[config.mk]
export PLATFORM = sky130hd
export DESIGN_NAME = csss_top
export DESIGN_NICKNAME = d
export VERILOG_FILES = /design/src/csss_pkg.sv /design/src/csss_top.sv
export VERILOG_INCLUDE_DIRS = /design/src /design/src/src
export SDC_FILE = /design/constraint.sdc
export NUM_CORES = 1
export LEC_CHECK = 0
export BUFFER_PORTS_ARGS = -buffer_cell sky130_fd_sc_hd__buf_2
export CORE_ASPECT_RATIO = 1.2
export CORE_MARGIN = 10
export CORE_UTILIZATION = 45
export DETAILED_ROUTE_END_ITERATION = 16
export GPL_TIMING_DRIVEN = 0
export PLACE_DENSITY = 0.77
export SLEW_MARGIN = 10
export SYNTH_ARGS = -nofsm -noshare
export SYNTH_HDL_FRONTEND = slang
export SYNTH_SLANG_ARGS = --single-unit
[constraint.sdc]
create_clock -name core_clk_i -period 3.1 [get_ports core_clk_i]
set_input_delay 0 -clock core_clk_i [delete_from_list [all_inputs] [get_ports core_clk_i]]
set_output_delay 0 -clock core_clk_i [all_outputs]
set_load 0.02 [all_outputs]
[src/csss_defines.svh]
// Offsets, field positions, reset values and timing counts of the clock block
`ifndef CSSS_DEFINES_SVH
`define CSSS_DEFINES_SVH
// Register byte addresses
`define CSS_ADDR_CTRL     8'h00
`define CSS_ADDR_TRIM     8'h04
`define CSS_ADDR_STAT     8'h08
// Control field positions
`define CSS_CTRL_STOP     0
`define CSS_CTRL_PDOWN    1
// Source select codes
`define CSS_SEL_RC128     4'h3
`define CSS_SEL_RC        4'h2
`define CSS_SEL_EXT       4'h0
// Factory defaults, stored sense (zero is programmed)
`define CSS_DEF_SEL       4'h2
`define CSS_DEF_STF       2'h2
`define CSS_DEF_DIV8      1'b0
`define CSS_DEF_TRIM      8'h80
// Start-up counts in cycles of the chosen oscillator
`define CSS_BASE_CK       16'h000E
`define CSS_LF_FAST_CK    16'h0400
`define CSS_LF_SLOW_CK    32768
`define CSS_OTHER_START_CK 6
// Time-out figures and watchdog oscillator rate
`define CSS_TOUT_SHORT_US 4100
`define CSS_TOUT_LONG_US  65000
`define CSS_WDT_KHZ       128
`define CSS_TOUT_SHORT_CYC ((`CSS_TOUT_SHORT_US * `CSS_WDT_KHZ + 999) / 1000)
`define CSS_TOUT_LONG_CYC  ((`CSS_TOUT_LONG_US * `CSS_WDT_KHZ + 999) / 1000)
// Bus responses
`define CSS_RESP_OKAY     2'h0
`define CSS_RESP_SLVERR   2'h2
`endif

[src/csss_pkg.sv]
// Types shared by the clock block
`default_nettype none
package csss_pkg;
    // Start-up sequencer states, one-hot
    typedef enum logic [3:0] {
        ST_TOUT  = 4'b0001,
        ST_OSC   = 4'b0010,
        ST_RUN   = 4'b0100,
        ST_PDOWN = 4'b1000
    } csss_state_e;
    // Start-up counter word
    typedef logic [15:0] csss_cnt_t;
endpackage
`default_nettype wire

[src/csss_top.sv]
// Clock source selection, reset time-out and start-up gating with AXI4-Lite registers
//
// Implementation choices: register access over AXI4-Lite and the register offsets.
`timescale 1ns/1ns
`default_nettype none
`include "csss_defines.svh"
// Function
// - Converter clock has its own gated output
// - Core clocks stop while converter clock runs
// - Codes select the three crystal options
// - Codes select RC128, calibrated RC, external
// - Fuse bit one means unprogrammed
// - Default: RC source, max start-up, divide
// - Internal reset held for time-out after release
// - Time-out counted in watchdog cycles, fuse-chosen
// - Low-frequency option uses watch crystal oscillator
// - Low-frequency start-up counts from select bits
// - Calibration byte loaded into trim during source reset; block reset loads 80h
// - Software trim writes retune RC oscillator
// - Watchdog oscillator always times the time-out
// - Divide-by-eight fuse divides system clock
module csss_top
    import csss_pkg::*;
#(
    parameter int unsigned TOUT_SHORT_CYC = `CSS_TOUT_SHORT_CYC,
    parameter int unsigned TOUT_LONG_CYC  = `CSS_TOUT_LONG_CYC,
    parameter int unsigned LF_SLOW_CK     = `CSS_LF_SLOW_CK,
    parameter int unsigned OTHER_START_CK = `CSS_OTHER_START_CK
) (
    input  wire logic       core_clk_i,             // 100 MHz bus clock
    input  wire logic       reset_n_i,              // Asynchronous reset
    input  wire logic       reset_src_n_i,          // Other reset sources, low active
    input  wire logic [3:0] source_select_fuses_i,  // Stored fuse values
    input  wire logic [1:0] startup_time_fuses_i,
    input  wire logic       divide_by_eight_fuse_i,
    input  wire logic [7:0] calib_byte_i,           // Stored calibration byte
    input  wire logic       wdt_tick_i,             // Watchdog oscillator cycle
    input  wire logic       lp_xtal_tick_i,         // Low-power crystal cycle
    input  wire logic       fs_xtal_tick_i,         // Full-swing crystal cycle
    input  wire logic       lf_xtal_tick_i,         // Watch crystal cycle
    input  wire logic       rc128_tick_i,           // 128 kHz RC cycle
    input  wire logic       rc_tick_i,              // Calibrated RC cycle
    input  wire logic       ext_clk_tick_i,         // External clock cycle
    input  wire logic       wake_i,                 // Wake-up event
    input  wire logic [7:0] s_axi_awaddr,
    input  wire logic       s_axi_awvalid,
    output logic            s_axi_awready,
    input  wire logic [31:0] s_axi_wdata,
    input  wire logic [3:0] s_axi_wstrb,
    input  wire logic       s_axi_wvalid,
    output logic            s_axi_wready,
    output logic [1:0]      s_axi_bresp,
    output logic            s_axi_bvalid,
    input  wire logic       s_axi_bready,
    input  wire logic [7:0] s_axi_araddr,
    input  wire logic       s_axi_arvalid,
    output logic            s_axi_arready,
    output logic [31:0]     s_axi_rdata,
    output logic [1:0]      s_axi_rresp,
    output logic            s_axi_rvalid,
    input  wire logic       s_axi_rready,
    output logic            cpu_io_clk_o,           // Core and peripheral clock tick
    output logic            converter_clock_o,      // Converter clock tick
    output logic            int_reset_n_o,          // Internal reset, low active
    output logic [7:0]      oscillator_trim_o       // RC trim value
);

    // Counter widths limit the parameters
    if (TOUT_LONG_CYC > 65535 || TOUT_SHORT_CYC > 65535 || LF_SLOW_CK > 65521 || OTHER_START_CK > 65521 ||
        OTHER_START_CK == 0) begin : g_chk
        $error("csss_top: count parameter out of range");
    end

    csss_state_e st_r, st_nxt;             // Sequencer state
    csss_cnt_t   cnt_r, cnt_nxt;           // Time-out and start-up counter
    logic        boot_r, boot_nxt;         // Start-up follows a reset
    logic [3:0]  sel_r, sel_nxt;           // Latched source select
    logic [1:0]  stf_r, stf_nxt;           // Latched start-up field
    logic        div8_r, div8_nxt;         // Latched divide fuse, stored sense
    logic [2:0]  div_r, div_nxt;           // Divide-by-eight phase
    logic        cpu_r, cpu_nxt;
    logic        conv_r, conv_nxt;
    logic        irst_r, irst_nxt;
    logic [1:0]  ctrl_r, ctrl_nxt;         // Stop and power-down requests
    logic [7:0]  trim_r, trim_nxt;
    logic        bvalid_r, bvalid_nxt;
    logic [1:0]  bresp_r, bresp_nxt;
    logic        rvalid_r, rvalid_nxt;
    logic [1:0]  rresp_r, rresp_nxt;
    logic [31:0] rdata_r, rdata_nxt;
    logic        src_tick;                 // Cycle of the chosen oscillator
    logic        sys_tick;                 // Divided system clock cycle
    csss_cnt_t   tout_lim;                 // Watchdog cycles of time-out
    csss_cnt_t   start_lim;                // Oscillator cycles of start-up
    logic        wr_go, rd_go;

    // Oscillator selection from the latched fuse code
    always_comb begin
        if (sel_r[3]) begin
            src_tick = lp_xtal_tick_i;
        end else if (sel_r[3:1] == 3'h3) begin
            src_tick = fs_xtal_tick_i;
        end else if (sel_r[3:1] == 3'h2) begin
            src_tick = lf_xtal_tick_i;
        end else if (sel_r == `CSS_SEL_RC128) begin
            src_tick = rc128_tick_i;
        end else if (sel_r == `CSS_SEL_EXT) begin
            src_tick = ext_clk_tick_i;
        end else begin
            src_tick = rc_tick_i;                       // reserved code too
        end
    end

    // Time-out and start-up lengths from the fuses
    always_comb begin
        case (stf_r)
            2'h0:    tout_lim = 16'h0000;
            2'h1:    tout_lim = 16'(TOUT_SHORT_CYC);
            default: tout_lim = 16'(TOUT_LONG_CYC);
        endcase
        if (sel_r[3:1] == 3'h2) begin
            start_lim = sel_r[0] ? 16'(LF_SLOW_CK) : `CSS_LF_FAST_CK;
        end else begin
            start_lim = 16'(OTHER_START_CK);
        end
        if (boot_r) begin
            start_lim = start_lim + `CSS_BASE_CK;
        end
    end

    // Divider and gated clock outputs
    always_comb begin
        sys_tick = src_tick && (div8_r || div_r == 3'h7);
        div_nxt  = div_r;
        if (st_r == ST_RUN && src_tick) begin
            div_nxt = div_r + 3'h1;
        end
        cpu_nxt  = sys_tick && st_r == ST_RUN && !ctrl_r[`CSS_CTRL_STOP];
        conv_nxt = sys_tick && st_r == ST_RUN;
    end

    // Sequencer next state
    always_comb begin
        st_nxt   = st_r;
        cnt_nxt  = cnt_r;
        boot_nxt = boot_r;
        sel_nxt  = sel_r;
        stf_nxt  = stf_r;
        div8_nxt = div8_r;
        case (st_r)
            ST_TOUT: begin
                if (cnt_r >= tout_lim) begin
                    st_nxt  = ST_OSC;
                    cnt_nxt = 16'h0000;
                end else if (wdt_tick_i) begin
                    cnt_nxt = cnt_r + 16'h0001;
                end
            end
            ST_OSC: begin
                if (cnt_r >= start_lim) begin
                    st_nxt   = ST_RUN;
                    boot_nxt = 1'b0;
                end else if (src_tick) begin
                    cnt_nxt = cnt_r + 16'h0001;
                end
            end
            ST_RUN: begin
                if (ctrl_r[`CSS_CTRL_PDOWN]) begin
                    st_nxt = ST_PDOWN;
                end
            end
            ST_PDOWN: begin
                if (!ctrl_r[`CSS_CTRL_PDOWN]) begin
                    st_nxt  = ST_OSC;
                    cnt_nxt = 16'h0000;
                end
            end
            default: begin
                st_nxt = ST_TOUT;
            end
        endcase
        if (!reset_src_n_i) begin
            st_nxt   = ST_TOUT;
            cnt_nxt  = 16'h0000;
            boot_nxt = 1'b1;
            sel_nxt  = source_select_fuses_i;
            stf_nxt  = startup_time_fuses_i;
            div8_nxt = divide_by_eight_fuse_i;
        end
        irst_nxt = !(st_nxt == ST_TOUT || (st_nxt == ST_OSC && boot_nxt));
    end

    // Bus handshakes
    assign wr_go          = s_axi_awvalid && s_axi_wvalid && !bvalid_r;
    assign rd_go          = s_axi_arvalid && !rvalid_r;
    assign s_axi_awready  = wr_go;
    assign s_axi_wready   = wr_go;
    assign s_axi_arready  = rd_go;
    assign s_axi_bvalid   = bvalid_r;
    assign s_axi_bresp    = bresp_r;
    assign s_axi_rvalid   = rvalid_r;
    assign s_axi_rresp    = rresp_r;
    assign s_axi_rdata    = rdata_r;

    // Register writes, reads and hardware updates
    always_comb begin
        ctrl_nxt   = ctrl_r;
        trim_nxt   = trim_r;
        bvalid_nxt = bvalid_r && !s_axi_bready;
        bresp_nxt  = bresp_r;
        rvalid_nxt = rvalid_r && !s_axi_rready;
        rresp_nxt  = rresp_r;
        rdata_nxt  = rdata_r;
        if (wr_go) begin
            bvalid_nxt = 1'b1;
            bresp_nxt  = `CSS_RESP_OKAY;
            case (s_axi_awaddr)
                `CSS_ADDR_CTRL: if (s_axi_wstrb[0]) ctrl_nxt = s_axi_wdata[1:0];
                `CSS_ADDR_TRIM: if (s_axi_wstrb[0]) trim_nxt = s_axi_wdata[7:0];
                `CSS_ADDR_STAT: bresp_nxt = `CSS_RESP_OKAY;
                default:        bresp_nxt = `CSS_RESP_SLVERR;
            endcase
        end
        if (rd_go) begin
            rvalid_nxt = 1'b1;
            rresp_nxt  = `CSS_RESP_OKAY;
            case (s_axi_araddr)
                `CSS_ADDR_CTRL: rdata_nxt = {30'h0, ctrl_r};
                `CSS_ADDR_TRIM: rdata_nxt = {24'h0, trim_r};
                `CSS_ADDR_STAT: rdata_nxt = {20'h0, st_r, irst_r, div8_r, stf_r, sel_r};
                default: begin
                    rdata_nxt = 32'h0;
                    rresp_nxt = `CSS_RESP_SLVERR;
                end
            endcase
        end
        if (st_r == ST_PDOWN && wake_i) begin
            ctrl_nxt[`CSS_CTRL_PDOWN] = 1'b0;           // Wake clears power-down
        end
        if (!reset_src_n_i) begin
            ctrl_nxt = 2'h0;
            trim_nxt = calib_byte_i;
        end
    end

    // State registers
    always_ff @(posedge core_clk_i or negedge reset_n_i) begin
        if (!reset_n_i) begin
            st_r     <= ST_TOUT;
            cnt_r    <= 16'h0000;
            boot_r   <= 1'b1;
            sel_r    <= `CSS_DEF_SEL;
            stf_r    <= `CSS_DEF_STF;
            div8_r   <= `CSS_DEF_DIV8;
            div_r    <= 3'h0;
            cpu_r    <= 1'b0;
            conv_r   <= 1'b0;
            irst_r   <= 1'b0;
            ctrl_r   <= 2'h0;
            trim_r   <= `CSS_DEF_TRIM;
            bvalid_r <= 1'b0;
            bresp_r  <= 2'h0;
            rvalid_r <= 1'b0;
            rresp_r  <= 2'h0;
            rdata_r  <= 32'h0;
        end else begin
            st_r     <= st_nxt;
            cnt_r    <= cnt_nxt;
            boot_r   <= boot_nxt;
            sel_r    <= sel_nxt;
            stf_r    <= stf_nxt;
            div8_r   <= div8_nxt;
            div_r    <= div_nxt;
            cpu_r    <= cpu_nxt;
            conv_r   <= conv_nxt;
            irst_r   <= irst_nxt;
            ctrl_r   <= ctrl_nxt;
            trim_r   <= trim_nxt;
            bvalid_r <= bvalid_nxt;
            bresp_r  <= bresp_nxt;
            rvalid_r <= rvalid_nxt;
            rresp_r  <= rresp_nxt;
            rdata_r  <= rdata_nxt;
        end
    end

    assign cpu_io_clk_o      = cpu_r;
    assign converter_clock_o = conv_r;
    assign int_reset_n_o     = irst_r;
    assign oscillator_trim_o = trim_r;
endmodule
`default_nettype wire

# Yosys cells after proc, flatten, opt, wreduce, memory -nomap -nowiden
# Cells that the tools add are included.
# op_classes
n_lt_le_gt_ge	2
mux	39
bitwise_logic	0
multipliers	0
addsub	3
n_div	0
shifts	0
reduce_logical	29
eq_ne	27
# ops
operator	n
16-bit 2-to-1 mux	9
16-bit one-hot mux with 3 select lines	1
12-bit one-hot mux with 3 select lines	1
16-bit >= comparator	2
8-bit 2-to-1 mux	4
14-bit one-hot mux with 2 select lines	1
4-bit 2-to-1 mux	5
16-bit by 1-bit adder with 16-bit output, second input constant	1
16-bit by 4-bit adder with 16-bit output, second input constant	1
8-bit by 3-bit == test with 1-bit output, second input constant	2
8-bit by 4-bit == test with 1-bit output, second input constant	2
8-bit logical NOT	2
4-bit one-hot mux with 4 select lines	1
4-bit by 2-bit == test with 1-bit output, second input constant	3
2-bit 2-to-1 mux	6
1-bit logical AND	11
1-bit 2-to-1 mux	11
3-bit by 1-bit != test with 1-bit output, second input constant	3
3-bit != test, second input constant	3
3-bit AND reduction	3
4-bit by 1-bit == test with 1-bit output, second input constant	2
2-bit by 1-bit != test with 1-bit output, second input constant	4
3-bit by 2-bit == test with 1-bit output, second input constant	2
1-bit logical NOT	6
12 further kinds	14
# totals
n_memories	0
latch_bits	0
mem_bits_rw	0
inputBits	83
rom_bits	0
output_inout_bits	52
reg_bits	82

# Logic depth before layout (Yosys ltp)
# Gate-level depths: netlist of the first run.
# logic_depth
ltp_word	12
depth_mapped	14
ltp_nobuf	12

# Least setup slack after synthesis of the first run
# No wires, ideal clock.
# synth_path
path_type	reg-to-reg
start	register sel_r[3]
end	register cnt_r[10]
synth_period_minus_slack_ns	3.131
path_slack_ns	-0.031
t_required_ns	3.008
arrival_ns	3.038
path_buffers	2
path_stages_with_launch	13
cell_sequence	dfrtp_1 nor3b_1 ha_1 ha_1 nor2b_1 o221ai_1 a211oi_1 nor3b_1 o221ai_4 or2_1 buf_6 buf_8 o31ai_2
# synth_via
elab_chain_len	8
elab_cells_between_ends	16
# synth_rtl
element	line_no	source
from (decl)	csss_top.sv:77	logic [3:0] sel_r, sel_nxt;
from (signal assigned)	csss_top.sv:252	sel_r <= `CSS_DEF_SEL;
from (signal assigned)	csss_top.sv:270	sel_r <= sel_nxt;
branches (longest 7 deep; another with 16-bit by 4-bit adder with 16-bit output)	-	
5-bit AND reduction (no source line) *	-	
to (signal assigned)	csss_top.sv:268	cnt_r <= cnt_nxt;
to (decl)	csss_top.sv:75	csss_cnt_t cnt_r, cnt_nxt;
# Mark *: on every way between the ends.
# A chain may end at the register's enable or synchronous reset.

# Worst setup path in the final report of the first run
# layout_path
start	register sel_r[2]
end	register cnt_r[3]
# Same word-level chain as after synthesis.

==> impl_results.md, run 1 <==
* Outcome: complete, but fails checks
* Violated checks: negative setup slack
* Crit start category: flop
* Clock Latency Late Sink at between 0.3 and 0.4 ns
* Nets@finish at about 630
* Power Total at roughly 2300 uW
* WP data arrival at between 3 and 4 ns
* Starting Density at 0.468
* Mean Syn Cell Area at slightly below 10 sq um
* Antenna viol nets, final at 0
* Hold Path Sink: ctrl_r[1]$_DFFE_PN0P_
* CTS Buf Count at 9
* EDFF count, synth at 0
* Most frequent cells in the layout: buf_2, dfrtp_1, buf_4
* Sequential area share after synthesis at 0.414
* CP Max Fanout at 6
* Area grow syn2layout at 38.5%
* GRT overflow at 0
* Pwr/cell area at between 400 and 500 mW/mm^2
* Cells after Synth at roughly 370
* Worst clock skew at ~0.012 ns
* Top Layer Used: met4
* Number of buffers added on ports at 85
* Clock Sinks at 60
* CP endpoint kind: flop
* Final number of setup-violating endpoints at 1
* Via density at 5.38
* Relative slew slack at 0.484
* Final hold vios at 0
* Largest net degree at the start of global routing at 61
* HPWL Detailed at around 7800 um
* FILL cells at just under 600
* Global-route wire length before repair at around 17000 um
* Most common cell after layout, fill and taps aside: buf_2
* Post-layout min period at between 3 and 4 ns
* # H-tree levels at 3
* CTS root buf: clkbuf_8
* Met2 Routed Length at between 6000 and 7000 um
* Wire per inst at 17.8 um
* WL met3 at roughly 930 um
* DIE AREA at approximately 0.012 sq mm
* Crit share post-route at 1.00
* Placement Setup Slack at -0.369 ns
* Share of cells above drive strength 1 at 0.358
* Slew @ Worst Pin at ~0.77 ns
* Crit Reg-Reg Endpoint: cnt_r[3]$_DFFE_PN0P_
* Die H at roughly 120 um
* Worst R2R Path Depth at 12
* Hold path depth at 4
* #FFs+latches synth at 60
* Hold wc startpoint: wake_i
* Slew Viols, Final at 0
* HP Class: input pin to flop
* Most used DFF post-synth: dfrtp_1
* Drt first pass iters at 4
* DIE WIDTH at 102 um
* Max Cap Viol at 0
* Final wirelength at approximately 11000 um
* Worst r2r src: sel_r[2]$_DFFE_PN0N_
* RSZ-0062 raised after global routing: true
* DRT met1 WL at between 4000 and 5000 um
* Number of buffers on the longest clock path at 2
* Vias in the first global route at 3591
* Drt drc at 0
* Initial antenna violation count at 0
* Ys Warns at 0
* Peak VDD IR at about 200 uV
* Total track usage at 0.177
* Starting DRT DRC Count at 140
* Internal reg-to-reg setup slack at -0.0002 ns
* FP Rows at 35
* Pleak at around 0.0025 uW
* Core area at 0.00779 sq mm
* Setup ws final at -0.000226 ns
* TritonCTS clock tree: yes
* Synth Cell Area at approximately 0.0036 sq mm
* I/O pins at 135
* Critical path class: flop to flop
* Data required time of the worst path at 3.36 ns
* CTS clk-pin slew, worst paths at approximately 0.07 ns
* Gpl congestion at around 0.82
* Fmax achieved at 0.323 GHz
* Post-synth cell types at 57
* Vias at 3392
* Synth async-reset ratio at 1.00
==> worst max-delay path, stage by stage (launching register included) <==
cell and delay, ns:
dfrtp_1 0.41, nor3b_4 0.35, ha_1 0.30, ha_1 0.29, nor2b_4 0.13, o221ai_2 0.18
a211oi_2 0.12, nor3b_2 0.30, o221ai_4 0.17, or2_1 0.26, buf_6 0.15, clkbuf_16 0.16
o31ai_4 0.17
==> kinds of logic after synthesis <==
kind of cell               share of synthesized area
xor gates and xnor gates                     0.00481
AOI/OAI and AO/OA                              0.189
muxes                                         0.0717
and+or+nand+nor                                0.178
other                                        0.00103
buffers and inverters                         0.0800
adders and majority gates                     0.0618
DFF                                            0.414
==> synthesized netlist by cell type (2+ instances only) <==
| master | number | area, sq um |
|---|---|---|
| mux2_2 | 9 | 101 |
| mux2i_1 | 16 | 160 |
| o31ai_1 | 10 | 75.1 |
| dfstp_2 | 5 | 131 |
| a22o_1 | 6 | 52.6 |
| nand2b_1 | 6 | 37.5 |
| nand2_1 | 28 | 105 |
| ha_1 | 18 | 225 |
| buf_2 | 2 | 10.0 |
| o21ai_1 | 2 | 10.0 |
| nor2b_1 | 11 | 68.8 |
| o21bai_1 | 2 | 15.0 |
| nand3_1 | 10 | 50.1 |
| buf_4 | 23 | 173 |
| a31oi_1 | 2 | 12.5 |
| dfrtp_1 | 55 | 1380 |
| nand4_1 | 4 | 25.0 |
| inv_1 | 15 | 56.3 |
| a21oi_1 | 17 | 85.1 |
| xor2_1 | 2 | 17.5 |
| and3_1 | 4 | 25.0 |
| o21a_1 | 2 | 15.0 |
| and4_1 | 2 | 17.5 |
| nor4_1 | 6 | 37.5 |
| a22oi_1 | 6 | 45.0 |
| nand3b_1 | 4 | 30.0 |
| nor2_1 | 30 | 113 |
| o31ai_2 | 7 | 87.6 |
| clkbuf_1 | 6 | 22.5 |
| o21ai_0 | 28 | 140 |
| nor3b_1 | 4 | 30.0 |
| o21ai_2 | 2 | 17.5 |
==> state kept, by name (all words and copies together) (netlist names) <==
register / flops
s_axi_rresp: 1
s_axi_bresp: 1
div_r: 3
s_axi_rdata: 12
converter_clock_o: 1
div8_r: 1
cnt_r: 16
ctrl_r: 2
st_r: 4
s_axi_bvalid: 1
oscillator_trim_o: 8
stf_r: 2
cpu_io_clk_o: 1
boot_r: 1
sel_r: 4
int_reset_n_o: 1
s_axi_rvalid: 1
==> what timing repair did <==
item,CTS,global route
endpoints found under the hold margin,76,0
pin swaps,9,21
gates resized for setup,5,23
gates cloned,0,1
hold buffers,31,0
setup endpoints to repair,16,15
buffers inserted,6,8
==> layout make-up <==
type                       instances  area, sq um  area share
sequential                        60         1510       0.299
antenna                            1         2.50    0.000496
buffer                            34          241      0.0478
inverter                          15         56.3      0.0112
tap                               92          115      0.0228
timing repair buffer             131          868       0.172
clock buffer                      11          151      0.0300
multi-input combinational        281         2040       0.405
clock inverter                     5         58.8      0.0116
==> power by group <==
group          switching (uW)  internal, uW
Clock                     333           416
Combinational             356           309
Sequential               72.8           840
Total                     762          1570
==> layer usage <==
layer | GRT usage | vias to the layer above
met3 | 0.0554 | 12
met4 | 0.0610 | 0
met1 | 0.186 | 1629
met5 | 0 | -
met2 | 0.320 | 126
li1 | - | 1625
==> how the worst max path moves through the flow <==
stage / to / slack (ns) / from
after floorplan: cnt_r[10]$_DFFE_PN0P_ / 0.12 / sel_r[3]$_DFFE_PN0N_
after global placement: cnt_r[11]$_DFFE_PN0P_ / -0.24 / sel_r[3]$_DFFE_PN0N_
after detailed placement: cnt_r[11]$_DFFE_PN0P_ / -0.37 / sel_r[3]$_DFFE_PN0N_
after CTS: cnt_r[11]$_DFFE_PN0P_ / 0.01 / stf_r[1]$_DFFE_PN1N_
after global routing: cnt_r[3]$_DFFE_PN0P_ / -0.15 / sel_r[2]$_DFFE_PN0N_
final: cnt_r[3]$_DFFE_PN0P_ / -0.0002 / sel_r[2]$_DFFE_PN0N_
==> stage by stage <==
step / instances / setup TNS, ns / hold WS (ns) / instance area (sq um) / utilization
5_1_grt: 629 / -1.53 / 0.0249 / 5050 / 0.647
4_1_cts: 620 / 0 / 0.00399 / 4860 / 0.623
6_report: 630 / -0.000226 / 0.0153 / 5050 / 0.648
3_5_place_dp: 567 / -4.34 / 0.122 / 4270 / 0.548
2_1_floorplan: 390 / 0 / -0.296 / 3730 / -
3_3_place_gp: 567 / -2.50 / 0.186 / 4270 / 0.548
No activity file was read; power rests on OpenSTA's default activity.
==> run 2, diff against run 1 <==
--- a/config.mk
+++ b/config.mk
@@ -6,10 +6,11 @@
 export SDC_FILE = /design/constraint.sdc
 export NUM_CORES = 1
 export LEC_CHECK = 0
+export ABC_AREA = 1
 export BUFFER_PORTS_ARGS = -buffer_cell sky130_fd_sc_hd__buf_2
 export CORE_ASPECT_RATIO = 1.2
 export CORE_MARGIN = 10
-export CORE_UTILIZATION = 45
+export CORE_UTILIZATION = 46
 export DETAILED_ROUTE_END_ITERATION = 16
 export GPL_TIMING_DRIVEN = 0
 export PLACE_DENSITY = 0.77
==> run 2 against run 1 <==
Net effect:
- the run ends with negative hold slack left
- fmax up 12%
- area after synthesis up 8.8%
- clock skew is 0.0011 ns lower
- critical endpoint is now cnt_r[9]$_DFFE_PN0P_
- largest power group is now the clock network
==> impl_results.md, run 2 <==
* Final wirelength at 11600 um (+3.7%)
* # H-tree levels at 3 (unchanged)
* Cell accounting for the most synthesized area: dfrtp_1
* Peak VDD IR at 240 uV (+17%)
* Core area at 0.00852 sq mm (+9.3%)
* Sequential area share after synthesis at 0.380 (-0.0334)
* Ys Warns at 0 (unchanged)
* Mux cell area share after synthesis at 0.00568 (-0.0660)
* Starting DRT DRC Count at 163 (+16%)
* Synth top area cells: dfrtp_1, nand2_1, ha_1
* Synth Area in Compound Gates at 0.0820 (-0.107)
* TritonCTS clock tree: yes
* Top-area cell type share of the netlist area at 0.347 (-0.0305)
* #FFs+latches synth at 60 (unchanged)
* Worst R2R Path Depth at 16 (+4)
* HP Class: input pin to flop
* Multi-input gate area at 0.00206 sq mm (+0.98%)
* CP dominant cell by count: nand2_1
* Synth Cell Area at 0.00397 sq mm (+8.8%)
* Mean Syn Cell Area at 7.20 sq um (-27%)
* Relative slew slack at 0.492 (+0.00721)
* CP Max Fanout at 10 (+4)
* Worst hold slack at -0.000000527 ns (-0.0153 ns)
* Global-route wire length before repair at 18800 um (+7.8%)
* DIE AREA at 0.0128 sq mm (+5.2%)
* Worst stage delay on the critical path at 0.54 ns (+0.13 ns)
* Post-synth cell types at 40 (-30%)
* Number of buffers on the longest clock path at 2 (unchanged)
* Final number of setup-violating endpoints at 0 (-1)
* CTS clk-pin slew, worst paths at 0.07 ns (about the same)
* I/O pins at 135 (unchanged)
* Max reg flops at 16 (unchanged)
* Crit start category: flop
* RSZ-0062 raised after global routing: false
* Nets@finish at 799 (+26%)
* Die H at 122 um (+2.6%)
* Count leader, synth: nand2_1
* Pwr/cell area at 462 mW/mm^2 (+0.23%)
* FILL cells at 739 (+25%)
* Fmax achieved at 0.361 GHz (+12%)
* Slew @ Worst Pin at 0.763 ns (-0.0108 ns)
* Drt first pass iters at 4 (unchanged)
* Antenna viol nets, final at 0 (unchanged)
* Most frequent cells after synthesis: nand2_1, nor2_1, dfrtp_1
* Pleak at 0.00286 uW (+13%)
* Synth async-reset ratio at 1.00 (unchanged)
* Hold path depth at 4 (unchanged)
* Initial antenna violation count at 0 (unchanged)
* Slew Viols, Final at 0 (unchanged)
* Internal reg-to-reg setup slack at 0.33 ns (+0.33 ns)
* Most used DFF post-synth: dfrtp_1
* Starting Density at 0.466 (-0.00211)
* Area grow syn2layout at 30.3%
* Sequential cell area at 0.00151 sq mm (-0.17%)
* Post-Place Cells at 774 (+37%)
* HPWL Detailed at 8770 um (+13%)
* Vias at 4005 (+18%)
* Crit share post-route at 0.895 (-0.105)
* Post-layout min period at 2.77 ns (-0.327 ns)
* Worst clock skew at 0.0112 ns (-0.00107 ns)
* Wire per inst at 14.2 um (-20%)
* Power Total at 2390 uW (+2.6%)
* Post CTS Setup Buffer Count at 0 (-6)
* Area share of and/or/nand/nor cells after synthesis at 0.333 (+0.155)
* Main combinational cell family by area after synthesis: simple AND/OR/NAND/NOR gates
* Slowest-stage cell, CP: nor3_1
* Outcome: complete, but fails checks
* Largest reg by FF count: cnt_r
* Total track usage at 0.179 (+0.00139)
* CTS root buf: clkbuf_8
* Violated checks: negative hold slack
* Vias in the first global route at 4002 (+11%)
* EDFF count, synth at 0 (unchanged)
* Adder-Cell Fraction of Synth Area at 0.0568 (-0.00499)
* Most frequent cells in the layout: nand2_1, buf_2, nor2_1
* Final Non-Filler Cells at 820 (+30%)
* Final hold vios at 0 (unchanged)
* Critical path class: flop to flop
* Data required time of the worst path at 3.38 ns (+0.02 ns)
* Setup TNS at 0 ns (+0.000226 ns)
* Clock Sinks at 60 (unchanged)
* Cells after Synth at 551 (+49%)
* Via density at 4.88 (-9.3%)
* Most common cell after layout, fill and taps aside: nand2_1
* Xor/xnor share of the synthesized area at 0.0221 (+0.0173)
* CTS Buf Count at 9 (unchanged)
* CP endpoint kind: flop
* Number of buffers added on ports at 85 (unchanged)
* GRT overflow at 0 (unchanged)
* Cells along the critical path: nor3_1 -> ha_1 -> inv_1 -> ha_1 -> a21oi_1 -> nand2_1 -> nand2_1 -> nand2_1 -> nand2_1 -> nand4_2 -> nand2_2 -> nand2_4 -> nor2_8 -> buf_6 -> nand2_1 -> nand2_1
* Clock Latency Late Sink at 0.35 ns (about the same)
* Largest net degree at the start of global routing at 61 (unchanged)
* Antenna cells at 0 (-1)
* DIE WIDTH at 105 um (+2.5%)
* FP Rows at 37 (+5.7%)
* Drt drc at 0 (unchanged)
* Max Cap Viol at 0 (unchanged)
* Gpl congestion at 0.937 (+14%)
* WP data arrival at 3.05 ns (-0.31 ns)
* Share of cells above drive strength 1 at 0.230 (-0.127)
[run 2: final cells by class]
class                   instances  share of cell area
multi-input cells             414               0.399
flip-flops and latches         60               0.292
repair buffers                115               0.141
plain buffers                  35              0.0458
inverters                      63              0.0458
well taps                     117              0.0283
clock buffers                  10              0.0266
clock inverters                 6              0.0215
[run 2: worst paths after layout]
check,start,endpoint
max in group asynchronous,reset_n_i,cnt_r[9]$_DFFE_PN0P_
hold / removal,s_axi_awvalid,s_axi_bresp[1]$_DFFE_PN0P_
min in group asynchronous,reset_n_i,cpu_io_clk_o$_DFF_PN0_
setup reg to reg,sel_r[3]$_DFFE_PN0N_,cnt_r[9]$_DFFE_PN0P_
hold reg to reg,s_axi_bresp[1]$_DFFE_PN0P_,s_axi_bresp[1]$_DFFE_PN0P_
setup / recovery,sel_r[3]$_DFFE_PN0N_,cnt_r[9]$_DFFE_PN0P_
[run 2: logic make-up (layout without fill, tap and decap cells)]
kind of cell | after synthesis | after routing
flip-flops | 60 | 60
XOR/XNOR | 10 | 10
buffers and inverters | 98 | 229
AND/OR/NAND/NOR | 305 | 305
AO/OA/AOI/OAI | 57 | 57
adder cells (fa/ha/maj) | 18 | 18
other | 1 | 22
multiplexers | 2 | 2
[run 2: what timing repair did]
action	CTS	global route
resized for setup	0	0
hold endpoints to repair	75	0
hold buffers	30	0
[run 2: where the power goes]
part | internal (uW) | switching [uW] | total [uW]
registers | 836 | 40.5 | 877
clock network | 556 | 331 | 886
logic | 236 | 389 | 625
total | 1630 | 760 | 2390
[run 2: metal layers]
| layer | global-route usage | share of wire | vias up |
|---|---|---|---|
| met5 | 0 | 0 | - |
| met4 | 0.0833 | 0.033 | 0 |
| met3 | 0.0470 | 0.058 | 36 |
| met2 | 0.333 | 0.52 | 148 |
| met1 | 0.184 | 0.39 | 1821 |
| li1 | - | - | 2000 |
[run 2: worst max-delay path, delay by kind of cell (launching register included)]
family | cells | cell delay [ns]
flip-flops | 1 | 0.41
AND/OR/NAND/NOR | 11 | 1.39
AO/OA/AOI/OAI | 1 | 0.14
adder cells (fa/ha/maj) | 2 | 0.56
buffers and inverters | 2 | 0.19
[run 2: through the flow]
stage / cell area (sq um) / setup slack (ns) / utilization
after floorplan: 4050 / 0.781 / -
after global placement: 4620 / 0.426 / 0.542
after detailed placement: 4620 / 0.326 / 0.542
after CTS: 5170 / 0.314 / 0.607
after global routing: 5170 / 0.126 / 0.607
final: 5170 / 0.327 / 0.607
==> run 3, diff against run 2 <==
--- a/config.mk
+++ b/config.mk
@@ -10,10 +10,11 @@
 export BUFFER_PORTS_ARGS = -buffer_cell sky130_fd_sc_hd__buf_2
 export CORE_ASPECT_RATIO = 1.2
 export CORE_MARGIN = 10
-export CORE_UTILIZATION = 46
+export CORE_UTILIZATION = 47
+export CTS_BUF_LIST = sky130_fd_sc_hd__clkbuf_4 sky130_fd_sc_hd__clkbuf_8
 export DETAILED_ROUTE_END_ITERATION = 16
 export GPL_TIMING_DRIVEN = 0
-export PLACE_DENSITY = 0.77
+export PLACE_DENSITY = 0.78
 export SLEW_MARGIN = 10
 export SYNTH_ARGS = -nofsm -noshare
 export SYNTH_HDL_FRONTEND = slang
==> run 3 against run 2 <==
Net effect:
- the flow now finishes without violations
- global-route usage grew 0.73 points
- flip-flop and latch count is the same
- worst hold slack gained 0.018 ns
- power shrank 3.0%
- highest routed layer unchanged
==> impl_results.md, run 3 (same netlist as run 2, synthesis figures left out) <==
* Largest delay contributor family on the critical path: simple AND/OR/NAND/NOR gates
* CTS clk-pin slew, worst paths at 0.08 ns (about the same)
* FP Rows at 36 (-2.7%)
* Core area at 0.00820 sq mm (-3.8%)
* Pleak at 0.00284 uW (-0.44%)
* Clock Latency Late Sink at 0.35 ns (about the same)
* Vias at 4067 (+1.5%)
* Cell Int Power at 1540 uW (-5.6%)
* Comb power frac at 0.275 (+0.013)
* Largest net degree at the start of global routing at 61 (unchanged)
* Total track usage at 0.186 (+0.00731)
* RSZ-0062 raised after global routing: false
* Antenna viol nets, final at 0 (unchanged)
* Drt drc at 0 (unchanged)
* Slowest-stage cell, CP: nor3_1
* WP data arrival at 3.10 ns (+0.05 ns)
* Clock power frac at 0.348 (-0.023)
* Hold path depth at 4 (unchanged)
* Fmax achieved at 0.350 GHz (-3.0%)
* Worst Path Buf+Inv at 2 (unchanged)
* Nets@finish at 800 (+0.13%)
* Final number of setup-violating endpoints at 0 (unchanged)
* CP Max Fanout at 10 (unchanged)
* Flop pwr share at 0.377 (+0.010)
* Data required time of the worst path at 3.34 ns (-0.04 ns)
* CP dominant cell by count: nand2_1
* # H-tree levels at 3 (unchanged)
* Slew @ Worst Pin at 0.750 ns (-0.0131 ns)
* HPWL Detailed at 8590 um (-2.1%)
* Critical path class: flop to flop
* Vias in the first global route at 4125 (+3.1%)
* Starting DRT DRC Count at 177 (+8.6%)
* Outcome: finished clean
* Cells along the critical path: nor3_1 -> nand2_1 -> ha_1 -> inv_1 -> nor2_1 -> nand3_1 -> nor2_1 -> nand2_1 -> nand4_2 -> nand2_2 -> nand2_4 -> nor2_8 -> buf_6 -> nand2_1 -> nand2_1
* Max reg flops at 16 (unchanged)
* Slew Viols, Final at 0 (unchanged)
* Number of buffers on the longest clock path at 2 (unchanged)
* Power Total at 2320 uW (-3.0%)
* Area grow syn2layout at 29.7%
* Crit start category: flop
* Post-layout min period at 2.86 ns (+0.0864 ns)
* Worst path depth at 15 (-1)
* Switching Share at 0.337 (+0.0183)
* Switch Pwr at 780 uW (+2.6%)
* Worst clock skew at 0.0110 ns (-0.000268 ns)
* Most frequent cells in the layout: nand2_1, buf_2, nor2_1
* Final hold vios at 0 (unchanged)
* Peak VDD IR at 184 uV (-23%)
* Post CTS Setup Buffer Count at 0 (unchanged)
* GRT overflow at 0 (unchanged)
* Starting Density at 0.484 (+0.0182)
* Largest reg by FF count: cnt_r
* Worst R2R Path Depth at 15 (-1)
* Post-Place Cells at 771 (-0.39%)
* Clock Sinks at 60 (unchanged)
* DIE AREA at 0.0125 sq mm (-1.8%)
* Drt first pass iters at 5 (+1)
* CTS Buf Count at 9 (unchanged)
* Most common cell after layout, fill and taps aside: nand2_1
* Pwr/cell area at 450 mW/mm^2 (-2.6%)
* Final wirelength at 11800 um (+1.3%)
* Cts repair resizes at 0 (unchanged)
* Relative slew slack at 0.500 (+0.00870)
* Via density at 4.97 (+1.8%)
* CTS root buf: clkbuf_8
* HP Class: input pin to flop
* Final Non-Filler Cells at 818 (-0.24%)
* DP Area at 0.00462 sq mm (about the same)
* Util after Layout at 0.628 (+0.0210)
* Max Cap Viol at 0 (unchanged)
* Share of cells above drive strength 1 at 0.230 (-0.000327)
* Final instance area at 0.00515 sq mm (-0.44%)
* Antenna cells at 0 (unchanged)
* Setup TNS at 0 ns (unchanged)
* Die H at 121 um (-0.90%)
* Global-route wire length before repair at 19500 um (+3.5%)
* Worst stage delay on the critical path at 0.56 ns (+0.02 ns)
* Initial antenna violation count at 0 (unchanged)
* TritonCTS clock tree: yes
* Wire per inst at 14.4 um (+1.6%)
* FILL cells at 707 (-4.3%)
* Gpl congestion at 0.922 (-1.6%)
* Crit share post-route at 0.922 (+0.0279)
* DIE WIDTH at 104 um (-0.86%)
* Number of buffers added on ports at 85 (unchanged)
* CP endpoint kind: flop
* I/O pins at 135 (unchanged)
-- run 3: what timing repair did --
action,4_1_cts,5_1_grt
hold buffers,31,0
setup endpoints to repair,0,0
endpoints found under the hold margin,75,0
-- run 3: final timing paths --
check                                            from                         end  slack [ns]
max                              sel_r[3]$_DFFE_PN0N_       cnt_r[14]$_DFFE_PN0P_        0.24
min                                   s_axi_awaddr[2]       ctrl_r[0]$_DFFE_PN0P_        0.02
max reg2reg                      sel_r[3]$_DFFE_PN0N_       cnt_r[14]$_DFFE_PN0P_        0.24
min reg2reg                s_axi_rdata[3]$_DFFE_PN0P_  s_axi_rdata[3]$_DFFE_PN0P_        0.48
max in group asynchronous                   reset_n_i      cpu_io_clk_o$_DFF_PN0_        2.34
min in group asynchronous                   reset_n_i  s_axi_rdata[2]$_DFFE_PN0P_        0.25
-- run 3: worst reg2reg max path, stage by stage, from the launching register on --
cell and delay [ns]:
dfrtp_1 0.43, nor3_1 0.56, nand2_1 0.18, ha_1 0.37, inv_1 0.05, nor2_1 0.13, nand3_1 0.09, nor2_1 0.20
nand2_1 0.12, nand4_2 0.12, nand2_2 0.10, nand2_4 0.11, nor2_8 0.05, buf_6 0.15, nand2_1 0.06, nand2_1 0.05
-- run 3: metal layers --
layer / wire length (um) / global-route usage / vias to the layer above
li1: - / - / 1994
met1: 4670 / 0.199 / 1895
met2: 6140 / 0.348 / 152
met3: 667 / 0.0452 / 26
met4: 322 / 0.0679 / 0
met5: 0 / 0 / -
-- run 3: area by class of cell --
type / instances / area, sq um / area share
timing repair buffer: 116 / 738 / 0.143
multi-input combinational: 414 / 2060 / 0.401
inverter: 63 / 236 / 0.0460
clock buffer: 10 / 131 / 0.0255
tap: 114 / 143 / 0.0277
buffer: 35 / 236 / 0.0460
sequential: 60 / 1510 / 0.293
clock inverter: 6 / 88.8 / 0.0173
-- run 3: power by group through the flow --
stage | sequential, uW | combinational (uW) | clock, uW
global placement | 886 | 572 | 0
finish | 873 | 638 | 805
floorplan | 905 | 391 | 0
CTS | 873 | 630 | 809
global route | 879 | 703 | 844
detailed placement | 887 | 587 | 0
-- run 3: through the flow --
stage / hold WS, ns / setup WS [ns]
final: 0.0175 / 0.240
after global routing: 0.0621 / 0.0700
after CTS: 0.0110 / 0.301
after detailed placement: 0.118 / 0.304
after global placement: 0.187 / 0.407
after floorplan: -0.296 / 0.781
